### src/mux_lp_map.vh
// register map, field positions, reset values and timing counts of the line parameter / transmit scan block
// assumes: included by bare name from the design files; definitions only
//
// Functional notes
// - line parameter register takes full-word writes only; reading it returns zero
// - transmit line enable register accepts byte writes and word writes
// - low byte bit n enables transmission on line n, from bit 00
// - enabled line with empty transmit buffer stops the transmit scanner there
// - stopped scanner raises transmitter interrupt only while interrupt enable is set
// - scanner resumes on transmit data load or enable bit cleared for stopped line
// - parameter bits 00-01 select the line, bit 00 least significant
// - parameter bit 02 set addresses no line; lines 00-03 stay unchanged
// - bits 03-04 set character length for both directions, parity excluded
// - bit 05 gives one stop unit, or two (one and half with five bits)
// - bit 06 enables parity generation on transmit and checking on receive
// - bit 07 selects odd parity when parity enabled, ignored otherwise
// - bits 08-11 select baud code; 0000=50, 0001=75, 0010=110 baud
// - per-line receiver enable bit 12, cleared by bus initialise or master clear
// - transmitter ready clears on transmit data load, reappears within 1.4 us
// - enable bits read/write, cleared by initialise or clear; bits 04-07 read zero
`ifndef MUX_LP_MAP_VH
`define MUX_LP_MAP_VH

`define APB_AW 12
`define APB_DW 32

// register byte offsets
`define CSR_OFF 12'h000
`define PARAM_OFF 12'h004
`define TXEN_OFF 12'h008
`define TXDATA_OFF 12'h00C

// register index codes
`define IDX_CSR 3'h0
`define IDX_PARAM 3'h1
`define IDX_TXEN 3'h2
`define IDX_TXDATA 3'h3
`define IDX_NONE 3'h4

// control and status fields
`define CSR_MCLR_BIT 4
`define CSR_MSE_BIT 5
`define CSR_LINE_LSB 8
`define CSR_TIE_BIT 14
`define CSR_TRDY_BIT 15

// line parameter fields
`define PARAM_LINE_LSB 0
`define PARAM_BAD_LINE_BIT 2
`define PARAM_FIELD_LSB 3
`define PARAM_FIELD_W 10
`define PARAM_STOP_BIT 2
`define PARAM_PAR_EN_BIT 3
`define PARAM_ODD_BIT 4
`define PARAM_SPEED_LSB 5
`define PARAM_RX_EN_BIT 9
`define PARAM_RESET 10'h000

// transmit line enable fields
`define TXEN_LSB 0
`define DTR_LSB 8
`define TXEN_RESET 4'h0

// data bits for length code 00
`define CHAR_LEN_BASE 4'h5

// transmitter ready reappearance bound
`define CLK_PERIOD_NS 10
`define TRDY_REAPPEAR_NS 1400
`define TRDY_REAPPEAR_CYC (`TRDY_REAPPEAR_NS / `CLK_PERIOD_NS)

`endif

### src/line_param_bank.v
// per-line parameter storage, one word per line, written through the parameter register
// assumes: wr_i is a one-cycle pulse of an accepted full-word write, clr_i a one-cycle master clear
`timescale 1ns/100ps
`default_nettype none
`include "mux_lp_map.vh"
module line_param_bank #(
  parameter N_LINES = 4,
  parameter LINE_W = 2
) (
  // clock and reset
  input wire ref_clk_i,
  input wire reset_i,
  // write side
  input wire wr_i,
  input wire clr_i,
  input wire [15:0] wdata_i,
  // per-line settings
  output wire [2*N_LINES-1:0] char_len_o,
  output wire [4*N_LINES-1:0] data_bits_o,
  output wire [N_LINES-1:0] stop2_o,
  output wire [N_LINES-1:0] stop_half_o,
  output wire [N_LINES-1:0] parity_en_o,
  output wire [N_LINES-1:0] odd_o,
  output wire [4*N_LINES-1:0] speed_o,
  output wire [N_LINES-1:0] rx_en_o
);

  function [3:0] len_to_bits;
    input [1:0] code;
    begin
      len_to_bits = `CHAR_LEN_BASE + {2'b00, code};
    end
  endfunction

  wire [LINE_W-1:0] sel_line = wdata_i[`PARAM_LINE_LSB +: LINE_W];
  wire line_ok = ~wdata_i[`PARAM_BAD_LINE_BIT];

  genvar g;
  generate
    for (g = 0; g < N_LINES; g = g + 1)
    begin : line_g
      // one word per line, so each store has a single writer
      reg [`PARAM_FIELD_W-1:0] p_r;
      always @(posedge ref_clk_i or posedge reset_i)
      begin
        if (reset_i)
          p_r <= `PARAM_RESET;
        else if (clr_i)
          p_r <= `PARAM_RESET;
        else if (wr_i && line_ok && {{(32-LINE_W){1'b0}}, sel_line} == g)
          p_r <= wdata_i[`PARAM_FIELD_LSB +: `PARAM_FIELD_W];
      end
      // shared by transmit and receive sides of the line
      assign char_len_o[2*g +: 2] = p_r[1:0];
      assign data_bits_o[4*g +: 4] = len_to_bits(p_r[1:0]);
      assign stop2_o[g] = p_r[`PARAM_STOP_BIT] & (p_r[1:0] != 2'b00);
      assign stop_half_o[g] = p_r[`PARAM_STOP_BIT] & (p_r[1:0] == 2'b00);
      assign parity_en_o[g] = p_r[`PARAM_PAR_EN_BIT];
      // odd bit means nothing without parity
      assign odd_o[g] = p_r[`PARAM_ODD_BIT] & p_r[`PARAM_PAR_EN_BIT];
      assign speed_o[4*g +: 4] = p_r[`PARAM_SPEED_LSB +: 4];
      assign rx_en_o[g] = p_r[`PARAM_RX_EN_BIT];
    end
  endgenerate

endmodule
`default_nettype wire

### src/tx_line_scanner.v
// transmitter scanner: walks the lines one per clock and parks on a line needing a character
// assumes: empty_i comes from uart logic on the same clock; load_i is a one-cycle pulse
`timescale 1ns/100ps
`default_nettype none
module tx_line_scanner #(
  parameter N_LINES = 4,
  parameter LINE_W = 2
) (
  // clock and reset
  input wire ref_clk_i,
  input wire reset_i,
  // control
  input wire run_i,
  input wire clr_i,
  input wire load_i,
  input wire [N_LINES-1:0] enable_i,
  input wire [N_LINES-1:0] empty_i,
  // status
  output wire ready_o,
  output wire [LINE_W-1:0] line_o
);

  localparam [LINE_W-1:0] ONE = {{(LINE_W-1){1'b0}}, 1'b1};

  reg ready_r;
  reg [LINE_W-1:0] ptr_r;

  // a full lap takes N_LINES cycles, far inside the reappearance bound
  always @(posedge ref_clk_i or posedge reset_i)
  begin
    if (reset_i)
    begin
      ready_r <= 1'b0;
      ptr_r <= {LINE_W{1'b0}};
    end
    else if (clr_i)
    begin
      ready_r <= 1'b0;
      ptr_r <= {LINE_W{1'b0}};
    end
    else if (!run_i)
      ready_r <= 1'b0;
    else if (ready_r)
    begin
      // step past the served line so a stale empty flag cannot re-stop here
      if (load_i || !enable_i[ptr_r])
      begin
        ready_r <= 1'b0;
        ptr_r <= ptr_r + ONE;
      end
    end
    else if (enable_i[ptr_r] && empty_i[ptr_r])
      ready_r <= 1'b1;
    else
      ptr_r <= ptr_r + ONE;
  end

  assign ready_o = ready_r;
  assign line_o = ptr_r;

endmodule
`default_nettype wire

### src/mux_line_ctrl.v
// top of the line parameter and transmit scan block, with its apb register slave
// assumes: apb4 master on ref_clk_i; uart buffer-empty flags and load strobes on the same clock
//
// Our own choices: the register addresses and the APB interface to the registers.
`timescale 1ns/100ps
`default_nettype none
`include "mux_lp_map.vh"
module mux_line_ctrl #(
  parameter N_LINES = 4,
  parameter LINE_W = 2
) (
  // clock and reset
  input wire ref_clk_i,
  input wire reset_i,
  // apb slave
  input wire psel_i,
  input wire penable_i,
  input wire pwrite_i,
  input wire [`APB_AW-1:0] paddr_i,
  input wire [`APB_DW-1:0] pwdata_i,
  input wire [3:0] pstrb_i,
  output wire [`APB_DW-1:0] prdata_o,
  output wire pready_o,
  output wire pslverr_o,
  // uart transmit side
  input wire [N_LINES-1:0] tx_buf_empty_i,
  output wire [N_LINES-1:0] tx_load_o,
  output wire [7:0] tx_char_o,
  output wire tx_irq_o,
  // per-line settings
  output wire [2*N_LINES-1:0] char_len_o,
  output wire [4*N_LINES-1:0] data_bits_o,
  output wire [N_LINES-1:0] stop2_o,
  output wire [N_LINES-1:0] stop_half_o,
  output wire [N_LINES-1:0] parity_en_o,
  output wire [N_LINES-1:0] odd_o,
  output wire [4*N_LINES-1:0] speed_o,
  output wire [N_LINES-1:0] rx_en_o,
  // modem control
  output wire [N_LINES-1:0] dtr_o
);

  // register state
  reg mse_r;
  reg tie_r;
  reg mclr_r;
  reg [N_LINES-1:0] txen_r;
  reg [N_LINES-1:0] dtr_r;
  reg [7:0] tx_char_r;
  reg [N_LINES-1:0] tx_load_r;
  reg irq_r;
  reg [`APB_DW-1:0] prdata_r;
  reg pslverr_r;
  reg [`APB_DW-1:0] rd_word;

  wire scan_ready;
  wire [LINE_W-1:0] scan_line;

  // register decode, shared by the read and write paths
  function [2:0] reg_index;
    input [`APB_AW-1:0] addr;
    begin
      case (addr)
        `CSR_OFF: reg_index = `IDX_CSR;
        `PARAM_OFF: reg_index = `IDX_PARAM;
        `TXEN_OFF: reg_index = `IDX_TXEN;
        `TXDATA_OFF: reg_index = `IDX_TXDATA;
        default: reg_index = `IDX_NONE;
      endcase
    end
  endfunction

  wire [2:0] idx = reg_index(paddr_i);
  wire setup = psel_i & ~penable_i;
  wire wr = psel_i & penable_i & pwrite_i;
  wire wr_csr = wr & (idx == `IDX_CSR);
  // only a full 16-bit word reaches the parameter store
  wire wr_param = wr & (idx == `IDX_PARAM) & (&pstrb_i[1:0]);
  wire wr_txen_lo = wr & (idx == `IDX_TXEN) & pstrb_i[0];
  wire wr_txen_hi = wr & (idx == `IDX_TXEN) & pstrb_i[1];
  wire wr_txdata_lo = wr & (idx == `IDX_TXDATA) & pstrb_i[0];
  // a character written while the scanner is not parked goes to no line
  wire tx_load_now = wr_txdata_lo & scan_ready;

  // control and status register
  always @(posedge ref_clk_i or posedge reset_i)
  begin
    if (reset_i)
    begin
      mse_r <= 1'b0;
      tie_r <= 1'b0;
      mclr_r <= 1'b0;
    end
    else
    begin
      mclr_r <= wr_csr & pstrb_i[0] & pwdata_i[`CSR_MCLR_BIT];
      if (mclr_r)
      begin
        mse_r <= 1'b0;
        tie_r <= 1'b0;
      end
      else
      begin
        if (wr_csr && pstrb_i[0])
          mse_r <= pwdata_i[`CSR_MSE_BIT];
        if (wr_csr && pstrb_i[1])
          tie_r <= pwdata_i[`CSR_TIE_BIT];
      end
    end
  end

  // transmit line enables in the low byte, terminal-ready in the high byte
  always @(posedge ref_clk_i or posedge reset_i)
  begin
    if (reset_i)
    begin
      txen_r <= `TXEN_RESET;
      dtr_r <= `TXEN_RESET;
    end
    else
    begin
      if (mclr_r)
        txen_r <= `TXEN_RESET;
      else if (wr_txen_lo)
        txen_r <= pwdata_i[`TXEN_LSB +: N_LINES];
      // terminal-ready survives master clear, only bus initialise drops it
      if (wr_txen_hi)
        dtr_r <= pwdata_i[`DTR_LSB +: N_LINES];
    end
  end

  // transmit data path
  always @(posedge ref_clk_i or posedge reset_i)
  begin
    if (reset_i)
    begin
      tx_char_r <= 8'h00;
      tx_load_r <= {N_LINES{1'b0}};
      irq_r <= 1'b0;
    end
    else
    begin
      if (wr_txdata_lo)
        tx_char_r <= pwdata_i[7:0];
      tx_load_r <= tx_load_now ? ({{(N_LINES-1){1'b0}}, 1'b1} << scan_line) : {N_LINES{1'b0}};
      irq_r <= scan_ready & tie_r;
    end
  end

  // read word assembly; the parameter register has nothing to show
  always @*
  begin
    rd_word = {`APB_DW{1'b0}};
    case (idx)
      `IDX_CSR:
      begin
        rd_word[`CSR_MSE_BIT] = mse_r;
        rd_word[`CSR_LINE_LSB +: LINE_W] = scan_line;
        rd_word[`CSR_TIE_BIT] = tie_r;
        rd_word[`CSR_TRDY_BIT] = scan_ready;
      end
      `IDX_PARAM: rd_word = {`APB_DW{1'b0}};
      `IDX_TXEN:
      begin
        // bits 04-07 and 12-15 stay zero
        rd_word[`TXEN_LSB +: N_LINES] = txen_r;
        rd_word[`DTR_LSB +: N_LINES] = dtr_r;
      end
      `IDX_TXDATA: rd_word = {`APB_DW{1'b0}};
      default: rd_word = {`APB_DW{1'b0}};
    endcase
  end

  // read data and error captured in the setup cycle so they leave flip-flops
  always @(posedge ref_clk_i or posedge reset_i)
  begin
    if (reset_i)
    begin
      prdata_r <= 32'h0000_0000;
      pslverr_r <= 1'b0;
    end
    else if (setup)
    begin
      prdata_r <= pwrite_i ? 32'h0000_0000 : rd_word;
      pslverr_r <= (idx == `IDX_NONE);
    end
  end

  line_param_bank #(
    .N_LINES(N_LINES),
    .LINE_W(LINE_W)
  ) u_params (
    .ref_clk_i(ref_clk_i),
    .reset_i(reset_i),
    .wr_i(wr_param),
    .clr_i(mclr_r),
    .wdata_i(pwdata_i[15:0]),
    .char_len_o(char_len_o),
    .data_bits_o(data_bits_o),
    .stop2_o(stop2_o),
    .stop_half_o(stop_half_o),
    .parity_en_o(parity_en_o),
    .odd_o(odd_o),
    .speed_o(speed_o),
    .rx_en_o(rx_en_o)
  );

  // clearing a parked line's enable releases the scanner; clearing another line's enable makes the scan skip that line
  tx_line_scanner #(
    .N_LINES(N_LINES),
    .LINE_W(LINE_W)
  ) u_scan (
    .ref_clk_i(ref_clk_i),
    .reset_i(reset_i),
    .run_i(mse_r),
    .clr_i(mclr_r),
    .load_i(tx_load_now),
    .enable_i(txen_r),
    .empty_i(tx_buf_empty_i),
    .ready_o(scan_ready),
    .line_o(scan_line)
  );

  assign prdata_o = prdata_r;
  assign pready_o = 1'b1;
  assign pslverr_o = pslverr_r;
  assign tx_load_o = tx_load_r;
  assign tx_char_o = tx_char_r;
  assign tx_irq_o = irq_r;
  assign dtr_o = dtr_r;

endmodule
`default_nettype wire

### config.mk
export PLATFORM = sky130hd
export DESIGN_NAME = mux_line_ctrl
export DESIGN_NICKNAME = d
export VERILOG_FILES = /design/src/line_param_bank.v /design/src/tx_line_scanner.v /design/src/mux_line_ctrl.v
export VERILOG_INCLUDE_DIRS = /design/src
export SDC_FILE = /design/constraint.sdc
export NUM_CORES = 1
export LEC_CHECK = 0
export BUFFER_PORTS_ARGS = -buffer_cell sky130_fd_sc_hd__buf_2
export CAP_MARGIN = 20
export CORE_MARGIN = 8
export CORE_UTILIZATION = 30
export CTS_CLUSTER_SIZE = 30
export DETAILED_ROUTE_END_ITERATION = 8
export GPL_TIMING_DRIVEN = 0
export PLACE_DENSITY_LB_ADDON = 0.1
export SETUP_SLACK_MARGIN = 0.15
export SKIP_CTS_REPAIR_TIMING = 1
export SLEW_MARGIN = 20
export SYNTH_ARGS = -nofsm -noshare
export SYNTH_HDL_FRONTEND = slang
export SYNTH_SLANG_ARGS = --single-unit
### constraint.sdc
create_clock -name ref_clk_i -period 2.7 [get_ports ref_clk_i]
set_input_delay 0.135 -clock ref_clk_i [delete_from_list [all_inputs] [get_ports ref_clk_i]]
set_output_delay 0.135 -clock ref_clk_i [all_outputs]
set_load 0.005 [all_outputs]
Yosys cells after proc, flatten, opt, wreduce, memory -nomap -nowiden
Index checks and enable logic that the tools add are counted.
- bitwise operators: 29
- add/sub/neg operators: 5
- eq/ne operators: 12
- shifts and indexed selects: 1
- reduce and logical (&&, ||, !) cells: 31
- $lt $le $gt $ge: 1
- multiplexer cells: 36
- operators by type and width (cell ; count):
    $mux 10 ; 8
    $and 1x1->1 ; 27
    $eq 12x4->1 const B ; 2
    $reduce_bool 2->1 ; 12
    $add 3x2->4 const A ; 4
    $mux 16 ; 1
    $mux 4 ; 4
    $mux 2 ; 7
    $eq 12x3->1 const B ; 1
    $logic_not 12->1 ; 1
    $mux 1 ; 12
    $pmux 3 s4 ; 1
    $logic_not 2->1 ; 5
    $logic_and 1x1->1 ; 8
    $eq 3x2->1 const B ; 2
    $bmux 1 s2 ; 2
    $eq 2x2->1 const B ; 2
    $pmux 2 s2 ; 1
    $shl 1x2->4 const A ; 1
    $eq 3x1->1 const B ; 1
    $eq 3x3->1 const B ; 1
    $logic_not 3->1 ; 1
    $lt 2x3->1 const B ; 1
    $ne 3x2->1 const B ; 1
    other kinds (8) ; 9
- register bits: 100
- input port bits: 57
- output and inout port bits: 111
- word-level logic and storage cells: 131

Logic depth before layout (Yosys ltp)
- depth in word-level cells: 11
- gate-level depth with buffers: 7
- mapped depth without buffers: 5

Modules after synthesis
From an unflattened synthesis, not the netlist that was laid out.
- cell total of the unflattened synthesis: 383
- area total of the unflattened synthesis: 4311.6 sq um
- modules (own cells, without submodules) (module ; sequential area each (sq um) ; cells each ; area each (sq um) ; times used):
    line_param_bank ; 1001.0 ; 210 ; 2298.5 ; 1
    mux_line_ctrl ; 900.9 ; 155 ; 1790.5 ; 1
    tx_line_scanner ; 75.1 ; 18 ; 222.7 ; 1

Least setup slack after synthesis
No wires, ideal clock.
- kind: input port to flip-flop
- start point: in paddr_i[5]
- end point: reg u_params.line_g[3].p_r[6]
- slack: 0.958 ns
- cell stages on the path: 6
- data arrival time: 1.611 ns
- path buffers: 1
- required time: 2.568 ns
- library setup time: 0.132 ns
- path through: or4_4 -> nor4_4 -> nor3b_2 -> buf_6 -> mux2i_1 -> nor2_1
- longest elaborated chain between the ends: 8
- elaborated cells on any way between the ends: 11
- those cells by class: eq/ne: 4; mux: 1; bitwise: 2; reduce/logical: 4
- RTL lines (what ; line ; source):
    start: declaration ; mux_line_ctrl.v:19 ; input wire [`APB_AW-1:0] paddr_i,
    $eq 12x4->1 (tied with other cells) ; mux_line_ctrl.v:63 ; case (addr)
    $pmux 3 s4 * ; mux_line_ctrl.v:63 ;
    $eq 3x1->1 (no line) * ; -- ;
    $and 1x1->1 * (2 in series) ; mux_line_ctrl.v:78 ; wire wr_param = wr & (idx == `IDX_PARAM) & (&pstrb_i[1:0]);
    $logic_and 1x1->1 * (2 in series) ; line_param_bank.v:50 ; else if (wr_i && line_ok && {{(32-LINE_W){1'b0}}, sel_line} == g)
    $reduce_bool 2->1 (no line) * ; -- ;
    end signal: assignment ; line_param_bank.v:47 ; p_r <= `PARAM_RESET;
    end signal: assignment ; line_param_bank.v:49 ; p_r <= `PARAM_RESET;
    end signal: assignment ; line_param_bank.v:51 ; p_r <= wdata_i[`PARAM_FIELD_LSB +: `PARAM_FIELD_W];
    end: declaration ; line_param_bank.v:43 ; reg [`PARAM_FIELD_W-1:0] p_r;
Mark *: on every way between the ends. The rest lies on a longest branch, timed or not.
A chain may end at the register's enable or synchronous reset.

Worst setup path after layout
- start point: in paddr_i[9]
- end point: reg tx_char_r[6] (netlist: tx_char_o[6])
- longest elaborated chain between the ends: 5
- elaborated cells on any way between the ends: 8
- those cells by class: eq/ne: 4; mux: 1; bitwise: 2; reduce/logical: 1
- RTL lines (what ; line ; source):
    $eq 12x4->1 (tied with other cells) ; mux_line_ctrl.v:63 ;
    $pmux 3 s4 * ; mux_line_ctrl.v:63 ;
    $eq 3x2->1 (no line) * ; -- ;
    $and 1x1->1 * (2 in series) ; mux_line_ctrl.v:81 ; wire wr_txdata_lo = wr & (idx == `IDX_TXDATA) & pstrb_i[0];
    end signal: assignment ; mux_line_ctrl.v:144 ; tx_char_r <= pwdata_i[7:0];
    end: declaration ; mux_line_ctrl.v:49 ; reg [7:0] tx_char_r;
Marks and branches as above.

==> run metrics <==
status completed; worst hold-check path type in2reg; fillcell total 1,350; share of layout cells above drive strength 1 39.7%; initial antenna violation count 0; Finished Layout Cells 710; Core Region 13,200 um2; Worst Tran Pin Value 0.589 ns; Flop pwr share 49.2%; startpoint types input port; largest net degree at the start of global routing 48; final setup violation count 0; chip width 132 um; die area 17,500 um2; relative slew slack 60.7%; Comb power frac 5.6%; syn avg cell area 10.9 um2; post-synthesis cell type count 37; Hold Path Depth 3; row count 42; power per cell area 458 nW/um2; dominant cell type by area after synthesis dfrtp_1; TritonRoute pass-1 iters 4; Syn Std Cell Area 4050 um2; Place WS 0.462 ns; sequential area share after synthesis 48.8%; most common cell in the synthesized netlist dfrtp_1; vias in the first global route 3,287; Clock Skews 0.00363 ns; Synth top cells by count dfrtp_1, buf_4, nor2_1; clock latency on the worst-skew pair 0.33 ns; Total Routing Usage GR 12.8%; Max VDD drop 0.200 mV; Detail Route Antenna Nets 0; DR WL/cell 15.5 um; Root Driver clkbuf_16; Post-synth EDFFs 0; Switching Fraction 22.9%; Crit Path Max Fanout 8; Placed Instances 693; crit path DAT 2.08 ns; Synth async-reset ratio 100%; post-synth top area share 48.8%; CP required 2.92 ns; I/O Buffers 124; Max Fclk 538 MHz; # clock sinks 79; Final #Nets 598; Chip Height 132 um; Final Cycle Share 68.8%; clock share of power 45.3%; top_reg_cell synth dfrtp_1; TritonCTS clock tree built; Final Worst Setup Slack 0.842 ns; Switch Pwr 553 uW; Reg clk slew, reported paths 0.06 ns; Longest Clk Path Bufs 2; Final Hold Violating Endpoints 0; DP HPWL 8550 um; Period minus WS final 1.86 ns; RSZ-0062 raised after global routing no; critical setup path kind in2reg; gpl congestion 0.816; vias 3,028; synth top area cells dfrtp_1, mux2i_1, buf_4, nor2_1, ha_1; # DRC 0; area of the multi-input gates 1620 um2; Antenna Cells 0; Leak Pwr 3.13 nW; FF+latch area 1980 um2; CTS Buf Count 9; Initial Utilization 30.7%; Remaining Overflow, GRT 0; #FFs+latches synth 79; FF-to-FF setup slack 0.93 ns; # IOs 168; max-slew violations 0; Cell Int Power 1.86 mW; Syn Inst Count 372; max-cap violations 0; Syn. warnings 0; DRT iter0 DRCs 190; depth of the CTS H-tree 3; reg2reg path depth 5; WL final 11,000 um; first-pass GRT wire length 17,700 um; area delta synth->final 30.2%; element type at the critical path end flop; Via density 4.26
==> power groups by stage <==
stage / Clock (mW) / Combinational (mW) / Sequential (mW)
global placement: 0 / 0.127 / 1.21
floorplan: 0 / 0.0679 / 1.21
detailed placement: 0 / 0.134 / 1.21
finish: 1.09 / 0.134 / 1.19
global route: 1.18 / 0.152 / 1.18
CTS: 1.13 / 0.135 / 1.19
==> state kept, by name, indices dropped and copies added, names as in the netlist <==
signal / count
u_params.line_g.p_r: 40
prdata_o: 11
tx_char_o: 8
dtr_o: 4
tx_load_o: 4
txen_r: 4
u_scan.line_o: 2
mclr_r: 1
mse_r: 1
pslverr_o: 1
tie_r: 1
tx_irq_o: 1
u_scan.ready_o: 1
==> final timing paths <==
path                                              start                                    end
max                                          paddr_i[9]               tx_char_o[6]$_DFFE_PP0N_
min                                        pwdata_i[14]                      tie_r$_DFFE_PP0P_
max reg2reg                u_scan.line_o[0]$_DFFE_PP0P_           u_scan.line_o[0]$_DFFE_PP0P_
min reg2reg                    tx_char_o[5]$_DFFE_PP0N_               tx_char_o[5]$_DFFE_PP0N_
max in group asynchronous                       reset_i  u_params.line_g[2].p_r[2]$_DFFE_PP0P_
min in group asynchronous                       reset_i                 tx_load_o[3]$_DFF_PP0_
==> per-stage QoR <==
| step | cell area [um2] | hold slack, ns | total power, mW | util, % | setup TNS [ns] |
|---|---|---|---|---|---|
| after floorplan | 4120 | 0.264 | 1.27 | - | 0 |
| after global placement | 4960 | 0.402 | 1.33 | 37.6 | -41.50 |
| after detailed placement | 4990 | 0.184 | 1.34 | 37.9 | 0 |
| after CTS | 5260 | -0.168 | 2.45 | 39.9 | 0 |
| after global routing | 5270 | 0.0792 | 2.52 | 39.9 | 0 |
| final | 5270 | 0.0605 | 2.41 | 39.9 | 0 |
==> cell type report <==
cell class	instances	share of cell area, %
flip-flops and latches	79	37.5
well taps	176	4.18
inverters	17	1.26
multi-input cells	229	30.7
clock buffers	10	4.35
repair buffers	126	12.5
plain buffers	67	8.83
clock inverters	6	0.689
==> placed cells by master (no fill, tap or decap), drive strengths merged, types with 12 or more instances in the layout <==
master,netlist,layout
nor2,48,48
o21ai,13,13
conb,2,22
and2,13,13
ha,12,12
dfrtp,79,79
mux2i,46,46
mux2,13,13
clkbuf,9,19
inv,17,18
buf,58,183
==> logic make-up after synthesis <==
kind of cell | synth area share [%]
buffers and inverters | 13.1
other | 0.186
AO/OA/AOI/OAI | 4.45
multiplexers | 15.5
adder cells (fa/ha/maj) | 3.71
AND/OR/NAND/NOR | 14.2
flip-flops | 48.8
==> layer usage <==
metal	part of all wire (%)	up-vias	global-route usage, %
met5	0	-	0
met4	1.5	0	4.72
met3	5.7	12	3.70
met2	48	87	20.9
met1	44	1435	15.6
li1	-	1494	-
==> worst max-delay path, cell delays in order <==
cell	delay, ns
buf_2	0.10
nor4_2	0.52
nand4_1	0.41
nor3_4	0.52
mux2_2	0.38
No activity file was read; power rests on OpenSTA's default activity.
